[src/crtrt_pkg.sv]
// constants for the crt raster timing controller
// Functional notes
// - non-interlace: scanline address counts up from zero
// - interlace sync: same scanlines both fields
// - sync-video even rows: field picks parity of the first row, later rows start at zero
// - sync-video odd rows: parity swaps per row
// - 5-bit index selects register; 8..13 ignored
// - select high reaches indexed control register
// - hsync position is start minus one
// - low nibble sets hsync width, never zero
// - high nibble sets vsync width, zero gives 16
// - vertical adjust adds extra rasters per field
// - vsync position is start row minus one
// - bits 1:0 select scan mode
// - bits 5:4 skew or suppress display enable
// - bits 7:6 skew or suppress cursor
// - max scanline wraps raster, advances row
// - cursor start line plus blink mode
// - cursor end line bounds the cursor band
// - frame addressing starts at start address
// - cursor asserted at matching address in band
// - pen capture pair is read only
// - pen strobe rising edge latches refresh address
package crtrt_pkg;
  localparam logic [4:0] IDX_HTOTAL  = 5'h00;
  localparam logic [4:0] IDX_HDISP   = 5'h01;
  localparam logic [4:0] IDX_HSPOS   = 5'h02;
  localparam logic [4:0] IDX_SYNCW   = 5'h03;
  localparam logic [4:0] IDX_VTOTAL  = 5'h04;
  localparam logic [4:0] IDX_VADJ    = 5'h05;
  localparam logic [4:0] IDX_VDISP   = 5'h06;
  localparam logic [4:0] IDX_VSPOS   = 5'h07;
  localparam logic [4:0] IDX_MODE    = 5'h08;
  localparam logic [4:0] IDX_MAXSL   = 5'h09;
  localparam logic [4:0] IDX_CSTART  = 5'h0a;
  localparam logic [4:0] IDX_CEND    = 5'h0b;
  localparam logic [4:0] IDX_SAHI    = 5'h0c;
  localparam logic [4:0] IDX_SALO    = 5'h0d;
  localparam logic [4:0] IDX_CLHI    = 5'h0e;
  localparam logic [4:0] IDX_CLLO    = 5'h0f;
  localparam logic [4:0] IDX_PENHI   = 5'h10;
  localparam logic [4:0] IDX_PENLO   = 5'h11;
  localparam logic [4:0] IDX_IGN_LO  = 5'h08;
  localparam logic [4:0] IDX_IGN_HI  = 5'h0d;
  localparam logic [1:0] SKEW_NONE   = 2'h0;
  localparam logic [1:0] SKEW_ONE    = 2'h1;
  localparam logic [1:0] SKEW_TWO    = 2'h2;
  localparam logic [1:0] SKEW_OFF    = 2'h3;
  localparam logic [1:0] MODE_NONIL  = 2'h0;
  localparam logic [1:0] MODE_ILSYNC = 2'h1;
  localparam logic [1:0] MODE_ILVID  = 2'h3;
  localparam logic [1:0] CUR_STEADY  = 2'h0;
  localparam logic [1:0] CUR_HIDDEN  = 2'h1;
  localparam logic [1:0] CUR_BLINK16 = 2'h2;
  localparam logic [1:0] CUR_BLINK32 = 2'h3;
  localparam logic [4:0] VSW_ZERO_AS = 5'h10;
  localparam int         BLINK_BIT16 = 3;
  localparam int         BLINK_BIT32 = 4;
  typedef enum logic [2:0] {
    VS_ACTIVE = 3'b001,
    VS_ADJUST = 3'b010,
    VS_NEWFRM = 3'b100
  } crtrt_vstate_t;
endpackage

[src/crtrt_top.sv]
// crt raster timing generator with indexed register file
`timescale 1ns/1ps
`default_nettype none
module crtrt_top #(
  parameter int ADDR_W = 14
) (
  input  wire logic              core_clk,
  input  wire logic              rst,
  input  wire logic              chipSelectN,
  input  wire logic              registerSelect,
  input  wire logic              readNotWrite,
  input  wire logic              busStrobe,
  input  wire logic [7:0]        dataIn,
  output logic      [7:0]        dataOut,
  output logic                   dataOe,
  input  wire logic              penStrobe,
  output logic                   hsync,
  output logic                   vsync,
  output logic                   displayEnable,
  output logic                   cursor,
  output logic [ADDR_W-1:0]      refreshAddress,
  output logic [4:0]             scanlineAddress
);
  initial begin
    if (ADDR_W != 14) $error("crtrt_top supports ADDR_W 14 only");
  end

  // ----------------------------------------
  // register file
  // ----------------------------------------
  logic [4:0] regIndex_q;
  logic [7:0] hTotal_q, hDisp_q, hsPos_q, syncW_q, modeSkew_q, saHi_q, saLo_q, clHi_q, clLo_q;
  logic [6:0] vTotal_q, vDisp_q, vsPos_q, cStart_q;
  logic [4:0] vAdj_q, maxSl_q, cEnd_q;
  logic [13:0] pen_q;

  wire accessNow  = busStrobe & ~chipSelectN;
  wire writeIdx   = accessNow & ~registerSelect & ~readNotWrite;
  wire writeData  = accessNow & registerSelect & ~readNotWrite;
  wire idxIgnored = (dataIn[4:0] >= crtrt_pkg::IDX_IGN_LO) && (dataIn[4:0] <= crtrt_pkg::IDX_IGN_HI);

  function automatic logic hit(input logic [4:0] idx);
    hit = writeData && (regIndex_q == idx);
  endfunction

  always_ff @(posedge core_clk or posedge rst) begin
    if (rst) begin
      regIndex_q <= 5'h00;
    end else if (writeIdx && !idxIgnored) begin
      regIndex_q <= dataIn[4:0];
    end
  end

  // data writes go to indexed register
  always_ff @(posedge core_clk or posedge rst) begin
    if (rst) begin
      hTotal_q <= 8'h00; hDisp_q <= 8'h00; hsPos_q <= 8'h00; syncW_q <= 8'h00;
      vTotal_q <= 7'h00; vAdj_q <= 5'h00; vDisp_q <= 7'h00; vsPos_q <= 7'h00;
      modeSkew_q <= 8'h00; maxSl_q <= 5'h00; cStart_q <= 7'h00; cEnd_q <= 5'h00;
      saHi_q <= 8'h00; saLo_q <= 8'h00; clHi_q <= 8'h00; clLo_q <= 8'h00;
    end else begin
      if (hit(crtrt_pkg::IDX_HTOTAL)) hTotal_q <= dataIn;
      if (hit(crtrt_pkg::IDX_HDISP))  hDisp_q <= dataIn;
      if (hit(crtrt_pkg::IDX_HSPOS))  hsPos_q <= dataIn;
      if (hit(crtrt_pkg::IDX_SYNCW))  syncW_q <= dataIn;
      if (hit(crtrt_pkg::IDX_VTOTAL)) vTotal_q <= dataIn[6:0];
      if (hit(crtrt_pkg::IDX_VADJ))   vAdj_q <= dataIn[4:0];
      if (hit(crtrt_pkg::IDX_VDISP))  vDisp_q <= dataIn[6:0];
      if (hit(crtrt_pkg::IDX_VSPOS))  vsPos_q <= dataIn[6:0];
      if (hit(crtrt_pkg::IDX_MODE))   modeSkew_q <= dataIn;
      if (hit(crtrt_pkg::IDX_MAXSL))  maxSl_q <= dataIn[4:0];
      if (hit(crtrt_pkg::IDX_CSTART)) cStart_q <= dataIn[6:0];
      if (hit(crtrt_pkg::IDX_CEND))   cEnd_q <= dataIn[4:0];
      // top two high bits stay zero
      if (hit(crtrt_pkg::IDX_SAHI))   saHi_q <= {2'b00, dataIn[5:0]};
      if (hit(crtrt_pkg::IDX_SALO))   saLo_q <= dataIn;
      if (hit(crtrt_pkg::IDX_CLHI))   clHi_q <= {2'b00, dataIn[5:0]};
      if (hit(crtrt_pkg::IDX_CLLO))   clLo_q <= dataIn;
    end
  end

  // read mux, pen pair read only
  logic [7:0] readMux;
  always_comb begin
    unique case (regIndex_q)
      crtrt_pkg::IDX_HTOTAL: readMux = hTotal_q;
      crtrt_pkg::IDX_HDISP:  readMux = hDisp_q;
      crtrt_pkg::IDX_HSPOS:  readMux = hsPos_q;
      crtrt_pkg::IDX_SYNCW:  readMux = syncW_q;
      crtrt_pkg::IDX_VTOTAL: readMux = {1'b0, vTotal_q};
      crtrt_pkg::IDX_VADJ:   readMux = {3'b000, vAdj_q};
      crtrt_pkg::IDX_VDISP:  readMux = {1'b0, vDisp_q};
      crtrt_pkg::IDX_VSPOS:  readMux = {1'b0, vsPos_q};
      crtrt_pkg::IDX_MODE:   readMux = modeSkew_q;
      crtrt_pkg::IDX_MAXSL:  readMux = {3'b000, maxSl_q};
      crtrt_pkg::IDX_CSTART: readMux = {1'b0, cStart_q};
      crtrt_pkg::IDX_CEND:   readMux = {3'b000, cEnd_q};
      crtrt_pkg::IDX_SAHI:   readMux = saHi_q;
      crtrt_pkg::IDX_SALO:   readMux = saLo_q;
      crtrt_pkg::IDX_CLHI:   readMux = clHi_q;
      crtrt_pkg::IDX_CLLO:   readMux = clLo_q;
      crtrt_pkg::IDX_PENHI:  readMux = {2'b00, pen_q[13:8]};
      crtrt_pkg::IDX_PENLO:  readMux = pen_q[7:0];
      default:               readMux = 8'h00;
    endcase
  end

  wire readData = accessNow & registerSelect & readNotWrite;
  always_ff @(posedge core_clk or posedge rst) begin
    if (rst) begin
      dataOut <= 8'h00;
      dataOe  <= 1'b0;
    end else begin
      dataOut <= readData ? readMux : 8'h00;
      dataOe  <= readData;
    end
  end

  // ----------------------------------------
  // horizontal timing
  // ----------------------------------------
  logic [7:0] hCnt_q;
  logic [3:0] hsCnt_q;
  logic       hsActive_q;
  wire        lineEnd = (hCnt_q == hTotal_q);
  wire        hDispOn = (hCnt_q < hDisp_q);
  wire        hsStart = (hCnt_q == hsPos_q);

  always_ff @(posedge core_clk or posedge rst) begin
    if (rst) begin
      hCnt_q <= 8'h00;
      hsCnt_q <= 4'h0;
      hsActive_q <= 1'b0;
    end else begin
      hCnt_q <= lineEnd ? 8'h00 : hCnt_q + 8'h01;
      if (hsStart) begin
        hsActive_q <= 1'b1;
        hsCnt_q <= 4'h1;
      end else if (hsActive_q && hsCnt_q >= syncW_q[3:0]) begin
        hsActive_q <= 1'b0;
      end else if (hsActive_q) begin
        hsCnt_q <= hsCnt_q + 4'h1;
      end
    end
  end

  // ----------------------------------------
  // vertical timing
  // ----------------------------------------
  crtrt_pkg::crtrt_vstate_t vState_q;
  logic [4:0] rasterCnt_q, adjCnt_q, vsCnt_q;
  logic [6:0] rowCnt_q;
  logic       field_q, vsActive_q;
  logic [4:0] frameCnt_q;
  logic [13:0] rowBase_q, addr_q;

  wire [1:0] scanMode = modeSkew_q[1:0];
  wire       ilVideo  = (scanMode == crtrt_pkg::MODE_ILVID);
  // sync-video steps two rasters per line
  wire [4:0] rasterStep = ilVideo ? 5'h02 : 5'h01;
  wire       rowEnd   = ilVideo ? (rasterCnt_q + 5'h01 >= maxSl_q) : (rasterCnt_q == maxSl_q);
  wire       lastRow  = (rowCnt_q == vTotal_q);
  wire       adjDone  = (adjCnt_q + 5'h01 >= vAdj_q);
  wire       vDispOn  = (rowCnt_q < vDisp_q) && (vState_q == crtrt_pkg::VS_ACTIVE);
  wire [4:0] vswWidth = (syncW_q[7:4] == 4'h0) ? crtrt_pkg::VSW_ZERO_AS : {1'b0, syncW_q[7:4]};
  wire       vsStart  = lineEnd && rowEnd && (rowCnt_q == vsPos_q) && (vState_q == crtrt_pkg::VS_ACTIVE);
  // next field follows the last raster with no idle line between
  wire       newFrame = (vState_q == crtrt_pkg::VS_NEWFRM) ||
                        (vState_q == crtrt_pkg::VS_ACTIVE && rowEnd && lastRow && vAdj_q == 5'h00) ||
                        (vState_q == crtrt_pkg::VS_ADJUST && adjDone);
  // parity of the first raster: every row for odd rows, only the first row for even rows
  wire       oddTrn   = maxSl_q[0] == 1'b0;
  wire       startOdd = ilVideo && (oddTrn ? (field_q ^ rowCnt_q[0]) : field_q);

  always_ff @(posedge core_clk or posedge rst) begin
    if (rst) begin
      vState_q <= crtrt_pkg::VS_NEWFRM;
      rasterCnt_q <= 5'h00; rowCnt_q <= 7'h00; adjCnt_q <= 5'h00;
      field_q <= 1'b0; frameCnt_q <= 5'h00; vsActive_q <= 1'b0; vsCnt_q <= 5'h00;
    end else if (lineEnd) begin
      if (vsStart) begin
        vsActive_q <= 1'b1;
        vsCnt_q <= 5'h01;
      end else if (vsActive_q && vsCnt_q >= vswWidth) begin
        vsActive_q <= 1'b0;
      end else if (vsActive_q) begin
        vsCnt_q <= vsCnt_q + 5'h01;
      end
      unique case (vState_q)
        crtrt_pkg::VS_ACTIVE: begin
          if (rowEnd) begin
            rowCnt_q <= rowCnt_q + 7'h01;
            rasterCnt_q <= (ilVideo && oddTrn && (field_q ^ ~rowCnt_q[0])) ? 5'h01 : 5'h00;
            if (lastRow) begin
              adjCnt_q <= 5'h00;
              if (vAdj_q != 5'h00) vState_q <= crtrt_pkg::VS_ADJUST;
            end
          end else begin
            rasterCnt_q <= rasterCnt_q + rasterStep;
          end
        end
        crtrt_pkg::VS_ADJUST: begin
          adjCnt_q <= adjCnt_q + 5'h01;
        end
        crtrt_pkg::VS_NEWFRM: begin
          vState_q <= crtrt_pkg::VS_ACTIVE;
        end
        default: vState_q <= crtrt_pkg::VS_NEWFRM;
      endcase
      // frame is rows plus adjust rasters only
      if (newFrame) begin
        vState_q <= crtrt_pkg::VS_ACTIVE;
        rowCnt_q <= 7'h00;
        field_q <= (scanMode == crtrt_pkg::MODE_NONIL) ? 1'b0 : ~field_q;
        frameCnt_q <= frameCnt_q + 5'h01;
        rasterCnt_q <= (ilVideo && !field_q) ? 5'h01 : 5'h00;
      end
    end
  end

  // ----------------------------------------
  // refresh addressing
  // ----------------------------------------
  wire [13:0] startAddr = {saHi_q[5:0], saLo_q};
  always_ff @(posedge core_clk or posedge rst) begin
    if (rst) begin
      rowBase_q <= 14'h0000;
      addr_q <= 14'h0000;
    end else if (lineEnd) begin
      if (newFrame) begin
        rowBase_q <= startAddr;
        addr_q <= startAddr;
      end else if (vState_q == crtrt_pkg::VS_ACTIVE && rowEnd) begin
        rowBase_q <= rowBase_q + {6'h00, hDisp_q};
        addr_q <= rowBase_q + {6'h00, hDisp_q};
      end else begin
        addr_q <= rowBase_q;
      end
    end else begin
      addr_q <= addr_q + 14'h0001;
    end
  end

  // ----------------------------------------
  // cursor, skew, light pen
  // ----------------------------------------
  wire [4:0] rasterOut = (vState_q == crtrt_pkg::VS_ACTIVE) ? rasterCnt_q : adjCnt_q;
  wire [1:0] curMode   = cStart_q[6:5];
  wire       blinkOn   = (curMode == crtrt_pkg::CUR_STEADY) ||
                         (curMode == crtrt_pkg::CUR_BLINK16 && frameCnt_q[crtrt_pkg::BLINK_BIT16]) ||
                         (curMode == crtrt_pkg::CUR_BLINK32 && frameCnt_q[crtrt_pkg::BLINK_BIT32]);
  wire       curRaw    = blinkOn && (addr_q == {clHi_q[5:0], clLo_q}) &&
                         (rasterOut >= cStart_q[4:0]) && (rasterOut <= cEnd_q);
  wire       deRaw     = hDispOn && vDispOn;

  logic [1:0] deDly_q, curDly_q;
  always_ff @(posedge core_clk or posedge rst) begin
    if (rst) begin
      deDly_q <= 2'b00;
      curDly_q <= 2'b00;
    end else begin
      deDly_q <= {deDly_q[0], deRaw};
      curDly_q <= {curDly_q[0], curRaw & deRaw};
    end
  end

  function automatic logic skewSel(input logic [1:0] sel, input logic now, input logic [1:0] dly);
    unique case (sel)
      crtrt_pkg::SKEW_NONE: skewSel = now;
      crtrt_pkg::SKEW_ONE:  skewSel = dly[0];
      crtrt_pkg::SKEW_TWO:  skewSel = dly[1];
      default:              skewSel = 1'b0;
    endcase
  endfunction

  wire deSkew  = skewSel(modeSkew_q[5:4], deRaw, deDly_q);
  wire curSkew = skewSel(modeSkew_q[7:6], curRaw & deRaw, curDly_q);

  // pen strobe from a pin: two flops first
  logic penS1_q, penS2_q, penS3_q;
  always_ff @(posedge core_clk or posedge rst) begin
    if (rst) begin
      penS1_q <= 1'b0; penS2_q <= 1'b0; penS3_q <= 1'b0; pen_q <= 14'h0000;
    end else begin
      penS1_q <= penStrobe;
      penS2_q <= penS1_q;
      penS3_q <= penS2_q;
      if (penS2_q && !penS3_q) pen_q <= addr_q;
    end
  end

  // ----------------------------------------
  // registered outputs
  // ----------------------------------------
  always_ff @(posedge core_clk or posedge rst) begin
    if (rst) begin
      hsync <= 1'b0; vsync <= 1'b0; displayEnable <= 1'b0; cursor <= 1'b0;
      refreshAddress <= '0; scanlineAddress <= 5'h00;
    end else begin
      hsync <= hsActive_q;
      vsync <= vsActive_q;
      displayEnable <= deSkew;
      cursor <= curSkew & deSkew;
      refreshAddress <= addr_q;
      scanlineAddress <= rasterOut;
    end
  end

  // ----------------------------------------
  // checks
  // ----------------------------------------
  property p_idx_gap;
    @(posedge core_clk) disable iff (rst) (writeIdx && idxIgnored) |=> $stable(regIndex_q);
  endproperty
  a_idx_gap: assert property (p_idx_gap) else $error("ignored index changed");
  property p_hi_zero;
    @(posedge core_clk) disable iff (rst) saHi_q[7:6] == 2'b00 && clHi_q[7:6] == 2'b00;
  endproperty
  a_hi_zero: assert property (p_hi_zero) else $error("address high bits not zero");
  property p_de_off;
    @(posedge core_clk) disable iff (rst) (modeSkew_q[5:4] == crtrt_pkg::SKEW_OFF) |=> !displayEnable;
  endproperty
  a_de_off: assert property (p_de_off) else $error("suppressed enable seen");
  property p_cur_de;
    @(posedge core_clk) disable iff (rst) cursor |-> displayEnable;
  endproperty
  a_cur_de: assert property (p_cur_de) else $error("cursor without enable");
  property p_pen;
    @(posedge core_clk) disable iff (rst) (penS2_q && !penS3_q) |=> pen_q == $past(addr_q);
  endproperty
  a_pen: assert property (p_pen) else $error("pen capture wrong");
  property p_wrap;
    @(posedge core_clk) disable iff (rst)
      (lineEnd && rowEnd && vState_q == crtrt_pkg::VS_ACTIVE && !lastRow) |=> rowCnt_q == $past(rowCnt_q) + 7'h01;
  endproperty
  a_wrap: assert property (p_wrap) else $error("row not advanced");
  property p_nonil;
    @(posedge core_clk) disable iff (rst)
      (lineEnd && !rowEnd && vState_q == crtrt_pkg::VS_ACTIVE && scanMode == crtrt_pkg::MODE_NONIL)
      |=> rasterCnt_q == $past(rasterCnt_q) + 5'h01;
  endproperty
  a_nonil: assert property (p_nonil) else $error("raster step wrong");
  property p_data_wr;
    @(posedge core_clk) disable iff (rst) hit(crtrt_pkg::IDX_HDISP) |=> hDisp_q == $past(dataIn);
  endproperty
  a_data_wr: assert property (p_data_wr) else $error("indexed write lost");
  property p_vs_start;
    @(posedge core_clk) disable iff (rst) vsStart |=> vsActive_q;
  endproperty
  a_vs_start: assert property (p_vs_start) else $error("vsync not started");
  property p_frame_start;
    @(posedge core_clk) disable iff (rst) (lineEnd && newFrame) |=> addr_q == $past(startAddr);
  endproperty
  a_frame_start: assert property (p_frame_start) else $error("frame start address wrong");
  c_frame: cover property (@(posedge core_clk) disable iff (rst) vState_q == crtrt_pkg::VS_ADJUST);
  c_vsync: cover property (@(posedge core_clk) disable iff (rst) $rose(vsync));
  c_cursor: cover property (@(posedge core_clk) disable iff (rst) $rose(cursor));
  c_hsync: cover property (@(posedge core_clk) disable iff (rst) $rose(hsync));
endmodule // crtrt_top
`default_nettype wire

[config.mk]
export PLATFORM = sky130hd
export DESIGN_NAME = crtrt_top
export DESIGN_NICKNAME = d
export VERILOG_FILES = /design/src/crtrt_pkg.sv /design/src/crtrt_top.sv
export SDC_FILE = /design/constraint.sdc
export NUM_CORES = 1
export LEC_CHECK = 0
export ABC_CLOCK_PERIOD_IN_PS = 23100
export BUFFER_PORTS_ARGS = -buffer_cell sky130_fd_sc_hd__buf_2
export CAP_MARGIN = 20
export CORE_ASPECT_RATIO = 0.5
export CORE_MARGIN = 4
export CORE_UTILIZATION = 65
export DETAILED_ROUTE_END_ITERATION = 7
export PLACE_DENSITY = 0.82
export SKIP_LAST_GASP = 1
export SLEW_MARGIN = 25
export SYNTH_ARGS = -nofsm -noshare
export SYNTH_HDL_FRONTEND = slang
export SYNTH_SLANG_ARGS = --single-unit
[constraint.sdc]
create_clock -name core_clk -period 23.1 [get_ports core_clk]
set_input_delay 2.31 -clock core_clk [delete_from_list [all_inputs] [get_ports core_clk]]
set_output_delay 2.31 -clock core_clk [all_outputs]
set_load 0.05 [all_outputs]
**Yosys cells after proc, flatten, opt, wreduce, memory -nomap -nowiden**

Index checks and enable logic that the tools add are counted.

- Register bits: 242
- Output and inout port bits: 32

- Multiplexer cells: 39
- Add/sub/neg operators: 10
- Reductions and logical operators: 68
- Bitwise logic cells: 15
- $lt $le $gt $ge: 10
- Equal/unequal tests: 41

Operator list:

| kind | number |
|---|---|
| 8-bit one-hot mux with 18 select lines | 1 |
| 5-bit 2-to-1 mux | 10 |
| 14-bit 2-to-1 mux | 3 |
| 5-bit by 4-bit == test with 1-bit output (second input constant) | 8 |
| 1-bit logical AND | 38 |
| 7-bit 2-to-1 mux | 3 |
| 5-bit by 1-bit adder with 5-bit output (second input constant) | 4 |
| 5-bit by 3-bit == test with 1-bit output (second input constant) | 4 |
| 5-bit greater-or-equal comparator | 4 |
| 8-bit == test | 2 |
| 8-bit 2-to-1 mux | 2 |
| 14-bit by 1-bit adder with 14-bit output (second input constant) | 1 |
| 14-bit by 8-bit adder with 14-bit output | 1 |
| 14-bit == test | 1 |
| 7-bit == test | 2 |
| 2-bit nonzero test | 7 |
| 3-bit 2-to-1 mux | 4 |
| 4-bit 2-to-1 mux | 3 |
| 2-bit == test (second input constant) | 5 |
| 5-bit by 2-bit == test with 1-bit output (second input constant) | 2 |
| 5-bit == test (second input constant) | 2 |
| 5-bit logical NOT | 2 |
| 2-bit inequality test (second input constant) | 5 |
| 5-bit one-hot mux with 2 select lines | 1 |
| 34 further kinds | 68 |

**Depth between registers and ports, before layout**

- Word-level depth: 10
- Mapped depth: 13
- Mapped depth without buffers: 12

**Worst setup path after synthesis**

OpenSTA, ideal clock, no wires.

- Path type: input to register
- From: input port chipSelectN
- To: register clLo_q[0]
- Path buffers: 0
- Arrival: 3.759 ns
- Path slack: 19.216 ns
- Data required time: 22.975 ns
- Stages on the path: 5
- Cells stage by stage: nand2b_1 nor2_1 nand2_1 nor3_1 mux2_2

- Longest elaborated chain between the ends: 5

Ends and longest elaborated chain:

| element | line | RTL |
|---|---|---|
| from (decl) | crtrt_top.sv:9 | `input wire logic chipSelectN,` |
| 1-bit NOT | crtrt_top.sv:37 | `wire accessNow = busStrobe & ~chipSelectN;` |
| 1-bit bitwise AND | crtrt_top.sv:37 |  |
| 1-bit bitwise AND (2 in series) | crtrt_top.sv:39 | `wire writeData = accessNow & registerSelect & ~readNotWrite;` |
| 1-bit logical AND | crtrt_top.sv:43 | `hit = writeData && (regIndex_q == idx);` |
| to (signal assigned) | crtrt_top.sv:78 | `if (hit(crtrt_pkg::IDX_CLLO)) clLo_q <= dataIn;` |
| to (decl) | crtrt_top.sv:32 | `logic [7:0] hTotal_q, hDisp_q, hsPos_q, syncW_q, modeSkew_q, saHi_q, saLo_q, clHi_q, clLo_q;` |

Every way passes these cells.
A chain may end at the register's enable or synchronous reset.

==> impl_results.md <==
- Worst-Skew Late Latency: 0.52 ns
- P&R area growth vs syn: 9.14%
- Dominant cell type by area after synthesis: dfrtp_1
- Synth top area share: 47.0%
- Drt via density: 6.68
- CP Class: input pin to async pin
- Critical Path End Type: async pin
- Layout Skew: 0.0193 ns
- Crit path max-delay cell type: buf_4
- Routability-driven placement congestion ratio: 1.01
- Cell Area, Placed: 13300 µm²
- Met1 Routed Length: 15400 µm
- Die W: 207 µm
- CP required: 23.64 ns
- Overflow after GRT: 0
- DRC errors left: 0
- Met3 Wirelength: 4990 µm
- Full die area: 22200 µm²
- Antenna violations before repair: 1
- Slew headroom: 31.4%
- Die extent in y: 107 µm
- Core area: 18900 µm²
- Pleak: 6.55 nW
- Sequential fraction of the synthesis area: 47.2%
- Max Buffers Root-to-Sink: 3
- Antenna-violating nets left: 0
- Clock share of power: 24.4%
- Post-CTS resize count: 0
- Top post-synthesis cells by area: dfrtp_1 47%, mux2_2 9.7%, ha_1 5.9%
- Setup Buffers After CTS: 0
- Synth Area in Adders: 6.16%
- Mapped Avg Cell Area: 10.8 µm²
- Synth Cell Area: 12800 µm²
- Cells after synthesis: 1192
- Worst path cell trace: buf_2, inv_8, buf_6, buf_4
- DR vias: 10000
- Detailed Route WL: 37300 µm
- RR Startpoint: adjCnt_q[0]$_DFFE_PP0P_
- Hold Path Class: flip-flop to flip-flop
- Post-synth ARST share: 100%
- Pin count of the biggest net entering global routing: 94
- Final setup fails: 0
- Status: finished clean
- Worst Hold Path EP: penS2_q$_DFF_PP0_
- Setup slack, reg-to-reg: 19.53 ns
- CTS tree: yes
- Pint: 0.919 mW
- Synth cell types: 83
- Largest family of logic cells by synthesized area: compound AO/OA/AOI/OAI gates
- Top Metal Used: met4
- Worst IR Drop VDD: 0.0698 mV
- Design area: 14000 µm²
- Layout cells sized above 1: 18.4%
- Final period util: 17.0%
- All-Layer GR Usage: 34.3%
- Post-Route Setup TNS: 0 ns
- Most common cell after layout, fill and taps aside: dfrtp_1
- Vias in the first global route: 9854
- Fin. Hold Viols: 0
- Gate power share: 33.5%
- Mux cell area share after synthesis: 11.3%
- Sequential cell area: 6060 µm²
- Synth Area in Simple Gates: 12.7%
- Post-synth EDFFs: 0
- PortBufs: 46
- R2r worst-path depth: 11
- Most frequent cells in the layout: 241 x dfrtp_1, 110 x mux2_2, 91 x nand2_1
- Post-layout min period: 3.93 ns
- RSZ-0062 raised after global routing: no
- Hold depth: 0
- Max Freq: 254 MHz
- First-pass GRT wire length: 57700 µm
- Startpoint types: input pin
- Critical hold path startpoint: penS1_q$_DFF_PP0_
- DP HPWL: 27200 µm
- Site row count: 35
- Clock sinks: 242
- CTS Buf Count: 22
- Initial Utilization: 68.0%
- Sequential Power Share: 42.1%
- Nets: 1299
- Synth Area in Compound Gates: 12.7%
- Met2 wire len: 15700 µm
- H-Tree Depth: 1
- Worst slew pin tran: 1.02 ns
- Switching power: 0.619 mW
- Area occupied by multi-input gates: 6370 µm²
- Synthesis Warnings: 0
- Switching part of the total power: 40.2%
- Initial DRC Count: 1239
- Top FF cell, synth: dfrtp_1
- Crit Path Max Fanout: 93
- Reg2reg end: addr_q[12]$_DFF_PP0_
- Post-synthesis xor/xnor area fraction: 6.68%
- First-pass detailed-route iteration total: 6
- Cts hold-fix bufs: 0
- Max Cap Viol: 0
- DR WL/cell: 24.9 µm
- Mapped Nets: 1269
- Fillers: 1371
- Num ports: 47
- Slowest cell delay on critical path: 0.80 ns
- Critical path arrival: 4.47 ns
- Flop and latch count out of synthesis: 242
- Crit path from: rst
- Worst-path clk slew: 0.06 ns
- P per Cell Area: 110 nW/µm²
- Final Max Slew Viols: 0
- Root buf cell: clkbuf_16
## logic make-up after synthesis
logic type                 Yosys count
AOI/OAI and AO/OA                  231
xor gates and xnor gates            97
buffers and inverters              104
adders and majority gates           62
and+or+nand+nor                    327
muxes                              129
DFF                                242
## per-layer routing
| layer | track usage, % | vias up |
|---|---|---|
| li1 | - | 4382 |
| met1 | 48.7 | 4952 |
| met2 | 48.9 | 575 |
| met3 | 13.9 | 91 |
| met4 | 9.39 | 0 |
| met5 | 0 | - |
## per-stage QoR
| stage | hold WS (ns) | utilization [%] | setup slack, ns | power (mW) | std cells |
|---|---|---|---|---|---|
| 6_report | 0.349 | 74.2 | 19.17 | 1.54 | 1496 |
| 5_1_grt | 0.351 | 74.2 | 18.76 | 1.61 | 1495 |
| 4_1_cts | 0.350 | 74.1 | 18.83 | 1.52 | 1495 |
| 3_5_place_dp | 0.337 | 70.2 | 18.28 | 1.15 | 1457 |
| 3_3_place_gp | 0.334 | 70.2 | 18.34 | 1.13 | 1457 |
| 2_1_floorplan | 0.331 | - | 14.15 | 0.984 | 1192 |
## area by class of cell
type	count	share of cell area [%]
diodes	1	0.0179
clock buffers	28	4.39
clock inverters	10	0.822
inverters	55	1.53
multi-input cells	846	45.5
flip-flops and latches	242	43.3
well taps	259	2.31
repair buffers	55	2.15
## registers in the layout (all words and copies together) (netlist names), 7 cells and up
register        flops
clLo_q              8
hsPos_q             8
saLo_q              8
hCnt_q              8
vsPos_q             7
addr_q             14
vDisp_q             7
pen_q              14
hTotal_q            8
rowBase_q          14
dataOut             8
vTotal_q            7
hDisp_q             8
refreshAddress     14
rowCnt_q            7
cStart_q            7
syncW_q             8
modeSkew_q          8
## worst max-delay path, delay by kind of cell
kind	cells	cell delay (ns)
buffers and inverters	4	2.01
## worst max-delay path by stage
stage / endpoint / slack, ns / depth (start not counted)
6_report: rowBase_q[9]$_DFFE_PP0P_ / 19.17 / 4
2_1_floorplan: addr_q[0]$_DFF_PP0_ / 14.15 / 1
5_1_grt: rowBase_q[9]$_DFFE_PP0P_ / 18.76 / 4
4_1_cts: saLo_q[4]$_DFFE_PP0P_ / 18.83 / 4
3_5_place_dp: hsCnt_q[2]$_DFFE_PP0P_ / 18.28 / 4
3_3_place_gp: saLo_q[4]$_DFFE_PP0P_ / 18.34 / 4
## power by group through the flow
stage	Sequential (mW)	Clock, mW	Combinational, mW
after floorplan	0.641	0	0.343
after global placement	0.644	0	0.484
after detailed placement	0.649	0	0.500
after CTS	0.642	0.376	0.506
after global routing	0.657	0.394	0.562
final	0.647	0.375	0.515
## synthesized netlist by cell type (11+ instances only)
cell	number
xor2_1	62
nand3_1	33
dfrtp_1	241
inv_1	54
nor2b_1	11
nor2_1	81
o21ai_0	50
a22oi_1	16
nand4_1	13
nand2_1	91
ha_1	60
and3_1	12
clkbuf_1	38
a21oi_1	31
nor3_1	21
mux2_2	110
xnor2_1	34
a22o_1	16
mux2i_1	16
a221oi_1	15
a31oi_1	15
nand2b_1	16
Note: power is estimated with default switching activity, not from simulation.
